===== src/design/handshake_pkg.sv =====
package handshake_pkg;

   // ----------------------------------------
   // timing
   // ----------------------------------------
   localparam int CLK_PERIOD_NS = 20;
   // slowed path from the data-valid line back to the accepted flip-flop
   localparam int DAV_SET_DELAY_NS = 40;
   localparam int DAV_SET_CYC_I = (DAV_SET_DELAY_NS + CLK_PERIOD_NS - 1) / CLK_PERIOD_NS;
   localparam int DAV_SET_CYC = (DAV_SET_CYC_I < 1) ? 1 : DAV_SET_CYC_I;

   // ----------------------------------------
   // widths and sizes
   // ----------------------------------------
   localparam int BYTE_W = 8;
   localparam int ADDR_W = 5;
   localparam int LOOKUP_IDX_W = 5;
   localparam int FIFO_DEPTH = 16;

   // one bit per lookup state: 1 interrupts the cpu, 0 completes the handshake
   localparam logic [31:0] LOOKUP_INT_MAP = 32'hf777_0808;

   // ----------------------------------------
   // reset values
   // ----------------------------------------
   localparam logic DAC_RST = 1'b1;
   localparam logic RX_EN_RST = 1'b0;
   localparam logic RELEASED_RST = 1'b1;
   localparam logic [BYTE_W-1:0] BYTE_RST = 8'h00;

   // bus lines as seen at the pins, all active low
   typedef struct packed {
      logic atn_n;
      logic dav_n;
      logic nrfd_n;
      logic ndac_n;
      logic [BYTE_W-1:0] dio_n;
   } bus_lines_t;

   localparam bus_lines_t BUS_IDLE = '{1'b1, 1'b1, 1'b1, 1'b1, 8'hff};

   typedef enum logic [0:0] {ACC_IDLE, ACC_WAIT_CPU} acc_state_t;

endpackage


===== src/design/handshake_interface.sv =====
`timescale 1ns/1ps
// Summary of operation
// RQ1 - listen or attention enables acceptor line drive
// RQ2 - flip-flop set: ready, nrfd released, ndac low
// RQ3 - controller lowers data-valid after all ready
// RQ4 - data-valid low: interrupt cpu or accept
// RQ5 - cpu clears accepted flip-flop via clear line
// RQ6 - flip-flop cleared: flag low, ndac released
// RQ7 - controller raises data-valid after ndac released
// RQ8 - data-valid high sets flip-flop after delay
// RQ9 - no listen, no attention: acceptor drive off
// RQ10 - cpu reads nrfd and ndac when talking
// RQ11 - data-valid driven by firmware bit when talking
// RQ12 - lookup needs ready, enable, latch, valid
// RQ13 - acceptor enable on listen or attention
// RQ14 - receive latch gates lookup, off when talking
// RQ15 - lookup picks one of 32 output states
// RQ16 - handshake as bystander, attention, or addressed
// RQ17 - bystander never pulls nrfd or ndac low
// RQ18 - idle flip-flop set, nrfd released on attention
// RQ19 - not talking: receive direction to comparator
// RQ20 - compare data lines one-five with switches
// RQ21 - talker select turns transceivers to send
// RQ22 - bus inputs pass two-stage synchronisers
// RQ23 - reset: flip-flop set, off bus, no interrupt

// ----------------------------------------
// byte fifo
// ----------------------------------------
module byte_fifo #(
   parameter int WIDTH = 8,
   parameter int DEPTH = 16
) (
   input wire logic clk_in,
   input wire logic rst_n_in,
   input wire logic in_valid_in,
   output logic in_ready_out,
   input wire logic [WIDTH-1:0] in_data_in,
   output logic out_valid_out,
   input wire logic out_ready_in,
   output logic [WIDTH-1:0] out_data_out
);
   localparam int PW = $clog2(DEPTH);
   localparam int CW = $clog2(DEPTH + 1);
   localparam logic [CW-1:0] FULL_CNT = CW'(DEPTH);

   logic [WIDTH-1:0] mem_reg [DEPTH];
   logic [PW-1:0] wr_reg, wr_next, rd_reg, rd_next;
   logic [CW-1:0] cnt_reg, cnt_next;
   logic ready_reg, ready_next, valid_reg, valid_next;
   logic push, pop;

   assign push = in_valid_in && ready_reg;
   assign pop = out_ready_in && valid_reg;
   assign in_ready_out = ready_reg;
   assign out_valid_out = valid_reg;
   assign out_data_out = mem_reg[rd_reg];

   always_comb begin
      wr_next = push ? PW'(wr_reg + 1'b1) : wr_reg;
      rd_next = pop ? PW'(rd_reg + 1'b1) : rd_reg;
      cnt_next = cnt_reg;
      if (push && !pop) begin
         cnt_next = CW'(cnt_reg + 1'b1);
      end else if (pop && !push) begin
         cnt_next = CW'(cnt_reg - 1'b1);
      end
      ready_next = (cnt_next != FULL_CNT);
      valid_next = (cnt_next != '0);
   end

   always_ff @(posedge clk_in or negedge rst_n_in) begin
      if (!rst_n_in) begin
         wr_reg <= '0;
         rd_reg <= '0;
         cnt_reg <= '0;
         ready_reg <= 1'b1;
         valid_reg <= 1'b0;
      end else begin
         wr_reg <= wr_next;
         rd_reg <= rd_next;
         cnt_reg <= cnt_next;
         ready_reg <= ready_next;
         valid_reg <= valid_next;
      end
   end

   // storage needs no reset; empty flag guards the output
   genvar gi;
   generate
      for (gi = 0; gi < DEPTH; gi++) begin : g_entry
         always_ff @(posedge clk_in) begin
            if (push && wr_reg == PW'(gi)) begin
               mem_reg[gi] <= in_data_in;
            end
         end
      end
   endgenerate
endmodule

// ----------------------------------------
// handshake and interface control
// ----------------------------------------
module handshake_interface
   import handshake_pkg::*;
(
   input wire logic clk_in,
   input wire logic nrst_in,
   input wire bus_lines_t bus_in,
   output logic nrfd_oe_n_out,
   output logic ndac_oe_n_out,
   output logic dav_out,
   output logic dav_oe_n_out,
   output logic [BYTE_W-1:0] dio_out,
   output logic dio_oe_n_out,
   input wire logic listen_addressed_n_in,
   input wire logic talk_select_n_in,
   input wire logic valid_drive_bit_in,
   input wire logic [BYTE_W-1:0] tx_data_in,
   input wire logic rx_enable_set_in,
   input wire logic rx_enable_clear_in,
   input wire logic cpu_accept_clear_n_in,
   input wire logic [ADDR_W-1:0] addr_switch_in,
   output logic cpu_interrupt_n_out,
   output logic nrfd_seen_out,
   output logic ndac_seen_out,
   output logic addr_match_out,
   output logic accepted_flag_n_out,
   output logic rx_valid_out,
   input wire logic rx_ready_in,
   output logic [BYTE_W-1:0] rx_data_out
);
   // ----------------------------------------
   // reset release and bus synchronisers
   // ----------------------------------------
   logic rst_meta_reg, rst_sync_reg;
   bus_lines_t bus_meta_reg, bus_s;

   always_ff @(posedge clk_in or negedge nrst_in) begin
      if (!nrst_in) begin
         rst_meta_reg <= 1'b0;
         rst_sync_reg <= 1'b0;
      end else begin
         rst_meta_reg <= 1'b1;
         rst_sync_reg <= rst_meta_reg;
      end
   end

   always_ff @(posedge clk_in or negedge rst_sync_reg) begin
      if (!rst_sync_reg) begin
         bus_meta_reg <= BUS_IDLE; // RQ22
         bus_s <= BUS_IDLE;
      end else begin
         bus_meta_reg <= bus_in; // RQ22
         bus_s <= bus_meta_reg;
      end
   end

   // ----------------------------------------
   // acceptor state
   // ----------------------------------------
   logic dac_reg, dac_next;
   logic rx_en_reg, rx_en_next;
   logic [DAV_SET_CYC-1:0] dly_reg, dly_next;
   acc_state_t state_reg, state_next;
   logic acceptor_enable_n, rx_ready_n, valid_seen_n, lookup_enable_n;
   logic [LOOKUP_IDX_W-1:0] lookup_idx;
   logic lookup_int, accept_strobe, push, cpu_clear, fifo_ready;
   logic [BYTE_W-1:0] rx_byte;

   assign acceptor_enable_n = listen_addressed_n_in & bus_s.atn_n; // RQ13
   assign rx_ready_n = !dac_reg;
   assign valid_seen_n = bus_s.dav_n;
   assign rx_byte = ~bus_s.dio_n;
   assign lookup_enable_n = !(!rx_ready_n && !acceptor_enable_n
                              && rx_en_reg && !valid_seen_n); // RQ12
   assign lookup_idx = {bus_s.atn_n, rx_byte[3:0]};
   assign lookup_int = LOOKUP_INT_MAP[lookup_idx]; // RQ15
   assign accept_strobe = (state_reg == ACC_IDLE) && !lookup_enable_n && !lookup_int;
   // a full fifo holds the handshake off until the cpu drains it
   assign push = (state_reg == ACC_IDLE) && !lookup_enable_n && lookup_int && fifo_ready;
   assign cpu_clear = !cpu_accept_clear_n_in;

   always_comb begin
      dly_next = {dly_reg[DAV_SET_CYC-2:0], bus_s.dav_n};
      rx_en_next = rx_en_reg;
      if (rx_enable_set_in) begin
         rx_en_next = 1'b1;
      end
      if (rx_enable_clear_in || !talk_select_n_in) begin
         rx_en_next = 1'b0; // RQ14
      end
      dac_next = dac_reg;
      if (accept_strobe || cpu_clear) begin
         dac_next = 1'b0; // RQ4 RQ5
      end
      if (&dly_reg) begin
         dac_next = 1'b1; // RQ8
      end
      state_next = state_reg;
      unique case (state_reg)
         ACC_IDLE: begin
            if (push) begin
               state_next = ACC_WAIT_CPU; // RQ4
            end
         end
         ACC_WAIT_CPU: begin
            if (cpu_clear) begin
               state_next = ACC_IDLE; // RQ5
            end
         end
      endcase
   end

   always_ff @(posedge clk_in or negedge rst_sync_reg) begin
      if (!rst_sync_reg) begin
         dac_reg <= DAC_RST; // RQ23
         rx_en_reg <= RX_EN_RST;
         dly_reg <= '1;
         state_reg <= ACC_IDLE;
      end else begin
         dac_reg <= dac_next;
         rx_en_reg <= rx_en_next;
         dly_reg <= dly_next;
         state_reg <= state_next;
      end
   end

   // ----------------------------------------
   // pin drivers and cpu-facing status
   // ----------------------------------------
   logic nrfd_oe_n_next, ndac_oe_n_next, dav_next, dav_oe_n_next, dio_oe_n_next;
   logic int_n_next, match_next;
   logic [BYTE_W-1:0] dio_next;

   always_comb begin
      // RQ1 RQ2 RQ6 RQ9 RQ16 RQ17 RQ18
      nrfd_oe_n_next = !(!acceptor_enable_n && rx_ready_n);
      ndac_oe_n_next = !(!acceptor_enable_n && dac_reg);
      dav_next = !valid_drive_bit_in; // RQ11
      dav_oe_n_next = talk_select_n_in; // RQ11
      dio_next = ~tx_data_in; // RQ21
      dio_oe_n_next = talk_select_n_in; // RQ19 RQ21
      int_n_next = (state_next != ACC_WAIT_CPU); // RQ4
      match_next = (rx_byte[ADDR_W-1:0] == addr_switch_in); // RQ20
   end

   always_ff @(posedge clk_in or negedge rst_sync_reg) begin
      if (!rst_sync_reg) begin
         nrfd_oe_n_out <= RELEASED_RST; // RQ23
         ndac_oe_n_out <= RELEASED_RST;
         dav_out <= RELEASED_RST;
         dav_oe_n_out <= RELEASED_RST;
         dio_out <= BYTE_RST;
         dio_oe_n_out <= RELEASED_RST;
         cpu_interrupt_n_out <= RELEASED_RST;
         nrfd_seen_out <= RELEASED_RST;
         ndac_seen_out <= RELEASED_RST;
         addr_match_out <= 1'b0;
         accepted_flag_n_out <= DAC_RST;
      end else begin
         nrfd_oe_n_out <= nrfd_oe_n_next;
         ndac_oe_n_out <= ndac_oe_n_next;
         dav_out <= dav_next;
         dav_oe_n_out <= dav_oe_n_next;
         dio_out <= dio_next;
         dio_oe_n_out <= dio_oe_n_next;
         cpu_interrupt_n_out <= int_n_next;
         nrfd_seen_out <= bus_s.nrfd_n; // RQ10
         ndac_seen_out <= bus_s.ndac_n; // RQ10
         addr_match_out <= match_next;
         accepted_flag_n_out <= dac_reg;
      end
   end

   byte_fifo #(.WIDTH(BYTE_W), .DEPTH(FIFO_DEPTH)) u_rx_fifo (
      .clk_in(clk_in),
      .rst_n_in(rst_sync_reg),
      .in_valid_in(push),
      .in_ready_out(fifo_ready),
      .in_data_in(rx_byte),
      .out_valid_out(rx_valid_out),
      .out_ready_in(rx_ready_in),
      .out_data_out(rx_data_out)
   );
endmodule


===== config.mk =====
export PLATFORM = sky130hd
export DESIGN_NAME = handshake_interface
export DESIGN_NICKNAME = d
export VERILOG_FILES = /design/src/design/handshake_pkg.sv /design/src/design/handshake_interface.sv
export SDC_FILE = /design/constraint.sdc
export NUM_CORES = 1
export LEC_CHECK = 0
export ABC_CLOCK_PERIOD_IN_PS = 1900
export BUFFER_PORTS_ARGS = -buffer_cell sky130_fd_sc_hd__buf_2
export CAP_MARGIN = 5
export CORE_MARGIN = 5
export CORE_UTILIZATION = 40
export CTS_BUF_LIST = sky130_fd_sc_hd__clkbuf_2
export DETAILED_ROUTE_END_ITERATION = 7
export PLACE_DENSITY = 0.58
export SLEW_MARGIN = 10
export SYNTH_ARGS = -nofsm -noshare
export SYNTH_HDL_FRONTEND = slang
export SYNTH_SLANG_ARGS = --single-unit

===== constraint.sdc =====
create_clock -name clk_in -period 1.9 [get_ports clk_in]
set_input_delay 0.095 -clock clk_in [delete_from_list [all_inputs] [get_ports clk_in]]
set_output_delay 0.095 -clock clk_in [all_outputs]
set_load 0.05 [all_outputs]

==> metrics.txt, run 1 <==
status=finished, violations left; failing checks=negative setup slack; Top cell by count, worst path=mux4_2; Worst slew margin=61.4%; Startpoint Class=flop; Mapped Area=7210 um2; worst skew pair latency=0.74 ns; initial antenna violation count=0; largest net degree at the start of global routing=41; Post-synth EDFFs=128; TritonCTS buffer count=17; first-pass GRT wire length=23.9 mm; Crit path max-delay family=multiplexers; dpl cells=664; Yosys reg bits=191; CTS H-Tree Depth=4; Avg Cell Area, Syn=19.5 um2; top post-synthesis cells by area=edfxtp_1, dfstp_2, mux4_2; HPWL after detailed placement=9.56 mm; Worst-path clk slew=0.28 ns; Tot GR Track Use=15.8%; setup repair after global routing missed its margin=true; final worst-path cycle share=145%; Seq/Total Area, Yosys=75.8%; fin worst setup slack=-0.863 ns; Synth Area in Compound Gates=0.989%; Fillers=1432; area of the multi-input gates=1760 um2; clock sink count=191; vias in the first global route=4133; Synth Area in XOR/XNOR=2.19%; drt drc=0; CP max stage cell=mux4_2; Port Buf Inserts=60; final hold violations=0; Core ar.=17800 um2; first-pass detailed-route iteration total=5; Layout area overhead=26.7%; max reg flops=128; share of layout cells above drive strength 1=43.8%; fin nets=556; non-filler instance count after layout=757; # Max-Cap Violations=0; I/O pin count=61; Yosys cell types=35; Slew Viols, Final=0; Final Power=10700 uW; Max Fclk=0.362 GHz; Crit path largest cell delay=0.56 ns; asr flop ratio synth=33.0%; Synth Instances=369; crit-path cells=buf_12 -> mux4_2 -> mux4_2 -> buf_6; Ant. Diodes=0; routed vias/inst=4.90; Main synth FF type=edfxtp_1; Initial Util=40.4%; register area=5470 um2; die footprint=20800 um2; mux contribution to synthesized area=13.1%; WL/cell=19.8 um; PD cells=1170 nW/um2; worst slew pin tran=0.578 ns; clk buf depth=2; crit-path max FO=11; count leader, synth=edfxtp_1; gr ovfl total=0; CTS tree=yes; synth cell count leaders=edfxtp_1, mux4_2, dfstp_2; Die Span Y=144 um; Arr. time, crit path=2.67 ns; root buf cell=clkbuf_2; Adder-Cell Fraction of Synth Area=1.21%; number of DRC markers in iteration 0=204; Peak VDD IR=1.14 mV; ANT nets after route=0; synth warn=0; Static Leak=0.00332 uW; Crit. End Element=output port; FP Rows=49; worst min-delay path class=in2async; post-layout minimum cycle time=2.76 ns; via count=3707; critical path class=reg2out; Synth top area share=53.3%; final setup vio count=138; Worst Path Buf+Inv=2; Max Clock Skew=0.0412 ns; area leader, netlist=edfxtp_1; die width=144 um; Synth Area in Simple Gates=3.87%; Routed WL=15.0 mm; syn_nets=410; Placer Congestion=0.767; main combinational cell family by area after synthesis=multiplexers; Critical Path RT=1.80 ns; fin util=51.2%
layout make-up:
| class | count | share of cell area, % |
|---|---|---|
| Tap cell | 229 | 3.14 |
| Sequential cell | 191 | 59.8 |
| Inverter | 27 | 1.15 |
| Multi-Input combinational cell | 134 | 19.2 |
| Timing Repair Buffer | 144 | 14.1 |
| Clock inverter | 15 | 1.62 |
| Clock buffer | 17 | 0.931 |
layout by cell type, fill, tap and decap left out, drive strengths merged, types with 2 or more instances in the layout:
cell and count:
edfxtp 128, dfrtp 27, nand2 13, dfstp 36, mux4 40, ha 7
o21ai 2, dlygate4sd3 55, and4 2, clkbuf 17, clkinvlp 5, xor2 4
xnor2 14, mux2i 4, nor3b 2, a21oi 2, and2 9, nor2 9
clkinv 2, inv 34, nor3 8, buf 89, nand3 4, nand4 3
per-stage QoR:
step / TNS [ns] / hold WS (ns) / worst slack [ns] / instance area [um2]
5_1_grt: -33.41 / 0.0580 / -1.03 / 9140
4_1_cts: -22.82 / 0.0627 / -0.968 / 9070
3_3_place_gp: -15.10 / -0.119 / -0.186 / 8090
3_5_place_dp: -15.58 / -0.118 / -0.193 / 8090
2_1_floorplan: -17.77 / -0.201 / -0.243 / 7340
6_report: -19.75 / 0.152 / -0.863 / 9140
where the power goes:
part	switching [uW]	internal, uW
Clock	1430	516
Combinational	2030	1760
Sequential	270	4680
path summary, 6_finish.rpt:
check / start / depth (start not counted) / slack, ns / endpoint
max: u_rx_fifo.rd_reg[0] / 4 / -0.86 / rx_data_out[4]
min: nrst_in / 3 / 0.15 / rst_sync_reg
max reg2reg: bus_s[2] / 6 / -0.17 / u_rx_fifo.mem_reg[1][0]
min reg2reg: rst_sync_reg / 0 / 0.28 / u_rx_fifo.wr_reg[2]
max in group asynchronous: rst_sync_reg / 1 / 0.97 / dly_reg[1]
min in group clk_in: rx_enable_set_in / 4 / 0.17 / rx_en_reg
repair_timing:
action                                  CTS  global route
pin swaps                                10             7
endpoints found under the setup margin  139           143
hold buffers                             55             0
gates resized for setup                  31            11
setup buffers                             7             1
hold endpoints to repair                 38             0
metal layers:
metal  track usage, %  vias up  wire length, um
met4             3.83        0              164
met2             26.8      100             7640
met3             3.84       15              740
met1             20.6     1910             6460
li1                 -     1682                -
met5                0        -                0
tightest hold or removal path: stages:
cell and delay, ns:
dlygate4sd3_1 0.52, buf_2 0.09, dlygate4sd3_1 0.58
kinds of logic after synthesis:
group,after synthesis
muxes,44
buffers and inverters,44
AOI/OAI and AO/OA,10
adders and majority gates,7
and+or+nand+nor,54
DFF,191
xor gates and xnor gates,18
other,1
Power figures use the tool's default switching activity.
==> inputs of run 2 (changes only) <==
==> constraint.sdc (replaced) <==
create_clock -name clk_in -period 1.9 [get_ports clk_in]
set_input_delay 0.095 -clock clk_in [delete_from_list [all_inputs] [get_ports clk_in]]
set_output_delay 0.095 -clock clk_in [all_outputs]
set_load 0.01 [all_outputs]
==> run 2 against run 1 <==
  * Clock skew shrank 0.0073 ns
  * Via count is 0.76% higher
  * Critical path depth is the same
  * Clock power increased by 9%
  * Fmax increased by 0.63%
  * Sequential share of layout area shrank 0.23 points
  * Wire length shrank 1.3%
  * Critical endpoint is now rx_data_out[0]
  * The flow still finishes with violations (negative setup slack)
  * Clock-buffer cell count stayed put
  * Cell count up 1.2%
  * Final area up 0.38%
==> metrics.txt, run 2 (synthesis gave the netlist of run 1 again) <==
post-layout minimum cycle time=2.75 ns (-0.0172 ns); final hold violations=0 (unchanged); failing checks=negative setup slack; commonest non-fill, non-tap cells in the layout=edfxtp_1, dlygate4sd3_1, buf_2; Startpoint Class=flop; drt drc=0 (unchanged); Initial Util=40.4% (unchanged); root buf cell=clkbuf_2; Arr. time, crit path=2.65 ns (-0.02 ns); max reg flops=128 (unchanged); Tot GR Track Use=15.5% (-0.23 points); setup TNS=-10.03 ns (+9.72 ns); via count=3735 (+0.76%); I/O pin count=61 (unchanged); worst slew pin tran=0.649 ns (+0.0714 ns); Placer Congestion=0.770 (+0.33%); TritonCTS buffer count=17 (unchanged); first-pass detailed-route iteration total=4 (-1); Hold Slack=0.126 ns (-0.0259 ns); fin nets=563 (+1.3%); Max Fclk=0.364 GHz (+0.63%); Port Buf Inserts=60 (unchanged); fin util=51.4% (+0.20 points); number of DRC markers in iteration 0=190 (-6.9%); vias in the first global route=4162 (+0.70%); gr ovfl total=0 (unchanged); initial antenna violation count=1 (+1); setup repair after global routing missed its margin=true; Die Span Y=144 um (unchanged); largest net degree at the start of global routing=50 (+22%); worst skew pair latency=0.76 ns (+0.02 ns); # Max-Cap Violations=0 (unchanged); PD cells=1110 nW/um2 (-4.8%); Static Leak=0.00334 uW (+0.74%); R2R depth=6 (unchanged); Crit. End Element=output port; critical path class=reg2out; crit path from=u_rx_fifo.rd_reg[0]; die footprint=20800 um2 (unchanged); Reg-to-Reg End=u_rx_fifo.mem_reg[8][4]; CTS tree=yes; Layout area overhead=27.2%; first-pass GRT wire length=23.5 mm (-2.0%); Routed WL=14.8 mm (-1.3%); worst hold stages=4; ANT nets after route=0 (unchanged); CTS H-Tree Depth=4 (unchanged); Worst slew margin=56.7% (-4.8 points); Worst Hold Launch=addr_switch_in[0]; worst min-delay path class=in2reg; Critical Path RT=1.80 ns (about the same); most common cell after layout, fill and taps aside=edfxtp_1; R2R Path Start=bus_s[2]; final setup vio count=115 (-17%); Max Clock Skew=0.0340 ns (-0.00726 ns); fin worst setup slack=-0.846 ns (+0.0172 ns); share of layout cells above drive strength 1=43.7% (about the same); status=finished, violations left; flop-to-flop setup slack=-0.08 ns (+0.09 ns); GR Layer Usage met3=4.40% (+0.56 points); Core ar.=17800 um2 (unchanged); HPWL after detailed placement=9.52 mm (-0.44%); die width=144 um (unchanged); Final Power=10200 uW (-4.4%); crit-path max FO=19 (+8); met1 Track Usage GR=19.7% (-0.93 points); final worst-path cycle share=145% (-0.91 points); clk buf depth=2 (unchanged); FP Rows=49 (unchanged); Worst-path clk slew=0.26 ns (-0.02 ns); Peak VDD IR=0.847 mV (-26%); routed vias/inst=4.88 (-0.43%); Slew Viols, Final=0 (unchanged); Endpoint, Worst Hold=addr_match_out; WL/cell=19.3 um (-2.5%); clock sink count=191 (unchanged); global routing met2 resource utilization=26.3% (-0.51 points); gr busiest metal=met2
## run 2: per-stage QoR
step	instance area, um2	cells	worst slack [ns]
global route	9170	766	-1.02
finish	9170	766	-0.846
detailed placement	8090	664	-0.146
global placement	8090	664	-0.149
CTS	9080	762	-0.967
floorplan	7340	369	-0.243
## run 2: report_power, final
group	switching (uW)	internal, uW	total [uW]
clock	1370	753	2130
combinational	1430	1710	3150
sequential	253	4680	4930
## run 2: worst max-delay path by stage
stage | endpoint | slack [ns] | cells after the start
after floorplan | u_rx_fifo.mem_reg[4][0] | -0.24 | 7
after global placement | u_rx_fifo.mem_reg[0][5] | -0.15 | 6
after detailed placement | u_rx_fifo.mem_reg[1][3] | -0.15 | 6
after CTS | rx_data_out[4] | -0.97 | 4
after global routing | rx_data_out[0] | -1.02 | 4
final | rx_data_out[0] | -0.85 | 4
## run 2: cell type report
class	instances	area (um2)
Clock inverter	15	185
Antenna cell	2	5.00
Sequential cell	191	5470
Inverter	27	105
Clock buffer	17	85.1
Timing Repair Buffer	151	1300
Fill cell	1409	8670
Tap cell	229	287
Multi-Input combinational cell	134	1740
## run 2: repair_timing
item | 4_1_cts | 5_1_grt
gates cloned | 0 | 1
gates resized for setup | 18 | 15
hold buffers | 57 | 0
setup buffers | 9 | 1
endpoints found under the hold margin | 38 | 0
pin swaps | 7 | 3
setup endpoints to repair | 139 | 142
## run 2: critical path, cell delays in order, from the launching register on
cell,delay [ns]
dfrtp_2,0.47
buf_12,0.20
mux4_2,0.57
mux4_2,0.52
buf_6,0.14
## run 2: routing by layer
layer  wire length [um]  share of wire [%]
met2               7630                 52
met3                624                4.2
met5                  0                  0
met1               6350                 43
met4                201                1.4
==> inputs of run 3 (changes only) <==
--- a/config.mk
+++ b/config.mk
@@ -5,6 +5,7 @@
 export SDC_FILE = /design/constraint.sdc
 export NUM_CORES = 1
 export LEC_CHECK = 0
+export ABC_AREA = 1
 export ABC_CLOCK_PERIOD_IN_PS = 1900
 export BUFFER_PORTS_ARGS = -buffer_cell sky130_fd_sc_hd__buf_2
 export CAP_MARGIN = 5
==> run 3 against run 2 <==
  * The run still ends with negative setup slack left
  * Combinational power up 55%
  * Synthesized area rose by 1.9%
  * Fmax is 7.7% higher
  * Setup slack improved by 0.20 ns
  * Via count is 38% higher
  * Cell count grew 28%
  * Register-to-register slack gained 0.19 ns
  * Largest power group unchanged
==> metrics.txt, run 3 <==
status=finished, violations left; failing checks=negative setup slack; TritonCTS buffer count=17 (unchanged); post-layout minimum cycle time=2.55 ns (-0.196 ns); commonest non-fill, non-tap cells in the layout=edfxtp_1, nor2_1, buf_2; worst slew pin tran=0.792 ns (+0.143 ns); initial antenna violation count=1 (unchanged); Max Fclk=0.392 GHz (+7.7%); setup repair after global routing missed its margin=true; Initial Util=40.8% (+0.35 points); Tot GR Track Use=17.3% (+1.8 points); Mapped Area=7350 um2 (+1.9%); Main synth FF type=edfxtp_1; Synth Instances=573 (+55%); Slew Viols, Final=0 (unchanged); Peak VDD IR=1.06 mV (+25%); PD cells=1240 nW/um2 (+11%); final worst-path cycle share=134% (-10 points); Worst slew margin=47.1% (-9.5 points); FP Rows=49 (unchanged); Critical Path RT=1.80 ns (about the same); non-filler instance count after layout=982 (+28%); WL/cell=19.5 um (+0.81%); I/O pin count=61 (unchanged); syn_nets=614 (+50%); worst min-delay path class=in2reg; crit-path max FO=4 (-15); Arr. time, crit path=2.45 ns (-0.20 ns); max reg flops=128 (unchanged); Crit. End Element=output port; fin nets=776 (+38%); Yosys cell types=32 (-8.6%); Fillers=1544 (+9.6%); synth warn=0 (unchanged); Core ar.=18000 um2 (+1.0%); via count=5161 (+38%); met1 wire length=7.80 mm (+23%); clk buf depth=2 (unchanged); dpl cells=874 (+32%); final hold violations=0 (unchanged); count leader, synth=edfxtp_1; area leader, netlist=edfxtp_1; # Max-Cap Violations=0 (unchanged); routed vias/inst=5.26 (+7.8%); die width=146 um (+0.88%); fin worst setup slack=-0.650 ns (+0.196 ns); die footprint=21200 um2 (+1.8%); drt drc=0 (unchanged); top post-synthesis cells by area=edfxtp_1, dfstp_2, dfrtp_1; Startpoint Class=flop; Max Clock Skew=0.0367 ns (+0.00270 ns); root buf cell=clkbuf_2; first-pass GRT wire length=28.4 mm (+21%); Synth top area share=52.3% (-1.0 points); Post-synth EDFFs=128 (unchanged); Layout area overhead=28.5%; vias in the first global route=5134 (+23%); Port Buf Inserts=60 (unchanged); worst skew pair latency=0.75 ns (about the same); Avg Cell Area, Syn=12.8 um2 (-34%); asr flop ratio synth=33.0% (unchanged); Yosys reg bits=191 (unchanged); CTS H-Tree Depth=4 (unchanged); Worst-path clk slew=0.28 ns (+0.02 ns); ANT nets after route=0 (unchanged); met3 WL=1.45 mm (+130%); Placer Congestion=0.874 (+14%); Hold Slack=0.0892 ns (-0.0369 ns); Seq/Total Area, Yosys=74.4% (-1.4 points); number of DRC markers in iteration 0=513 (+170%); Final Power=11700 uW (+15%); first-pass detailed-route iteration total=6 (+2); final setup vio count=8 (-93%); gr ovfl total=0 (unchanged); worst slack at placement=0.0817 ns (+0.228 ns); synth cell count leaders=edfxtp_1, nor2_1, o21ai_0; Routed WL=19.1 mm (+29%); area of the multi-input gates=1810 um2 (+4.0%); HPWL after detailed placement=11.1 mm (+16%); largest net degree at the start of global routing=49 (-2.0%); Static Leak=0.00368 uW (+10%); clock sink count=191 (unchanged); share of layout cells above drive strength 1=32.1% (-12 points); CTS tree=yes; Die Span Y=146 um (+0.88%); most common cell after layout, fill and taps aside=edfxtp_1; critical path class=reg2out; highest routed metal layer=met4; register area=5470 um2 (unchanged); met2 WL post-DR=9.47 mm (+24%)
run 3: per-layer routing:
| layer | vias up | track usage, % |
|---|---|---|
| met5 | - | 0 |
| met4 | 0 | 5.32 |
| met3 | 39 | 4.36 |
| met2 | 228 | 29.3 |
| met1 | 2543 | 22.0 |
| li1 | 2351 | - |
run 3: power breakdown:
group          switching (uW)  total (uW)  internal, uW  leakage (uW)
Sequential                201        4890          4690       0.00184
Combinational            2900        4880          1980       0.00169
Clock                    1460        1930           466      0.000149
run 3: area by class of cell:
type                            count  area share [%]
Inverter                           37            1.63
Tap cell                          229            3.03
Timing Repair Buffer              167            15.7
Timing Repair inverter              1          0.0928
Sequential cell                   191            57.9
Clock buffer                       17           0.901
Clock inverter                     15            1.46
Multi-Input combinational cell    320            19.1
Antenna cell                        5           0.133
run 3: final timing paths:
check / startpoint / endpoint / slack [ns] / depth (start not counted)
min: cpu_accept_clear_n_in / dac_reg / 0.09 / 4
min in group asynchronous: nrst_in / rst_sync_reg / 0.12 / 3
max in group asynchronous: rst_sync_reg / bus_meta_reg[6] / 1.09 / 1
min reg2reg: rst_sync_reg / dio_out[1] / 0.18 / 0
max reg2reg: dac_reg / u_rx_fifo.mem_reg[7][1] / 0.11 / 8
max: u_rx_fifo.rd_reg[0] / rx_data_out[5] / -0.65 / 8
run 3: stage by stage:
stage | area [um2] | utilization, % | setup TNS [ns]
CTS | 9100 | 50.5 | -4.94
global route | 9440 | 52.4 | -5.80
global placement | 8190 | 45.4 | 0
finish | 9440 | 52.4 | -4.63
floorplan | 7370 | - | -16.16
detailed placement | 8190 | 45.4 | 0
run 3: logic make-up after synthesis:
family / count (synthesis) / synth area share, %
flip-flops: 191 / 74.4
AND/OR/NAND/NOR: 175 / 10.4
AO/OA/AOI/OAI: 128 / 9.50
buffers and inverters: 62 / 3.44
XOR/XNOR: 9 / 1.07
adder cells (fa/ha/maj): 7 / 1.19
other: 1 / 0.0510
run 3: repair_timing:
action | CTS | global route
endpoints found under the hold margin | 46 | 0
setup endpoints to repair | 8 | 81
pin swaps | 4 | 16
buffers inserted | 1 | 5
cloned | 2 | 9
hold buffers | 55 | 0
resized for setup | 30 | 48
run 3: critical path, cell delays in order (launching register included):
cell,delay [ns]
dfrtp_2,0.48
buf_6,0.14
inv_6,0.11
clkbuf_16,0.15
o21ai_0,0.09
o22ai_1,0.17
nand2_1,0.12
a22oi_2,0.26
buf_2,0.17
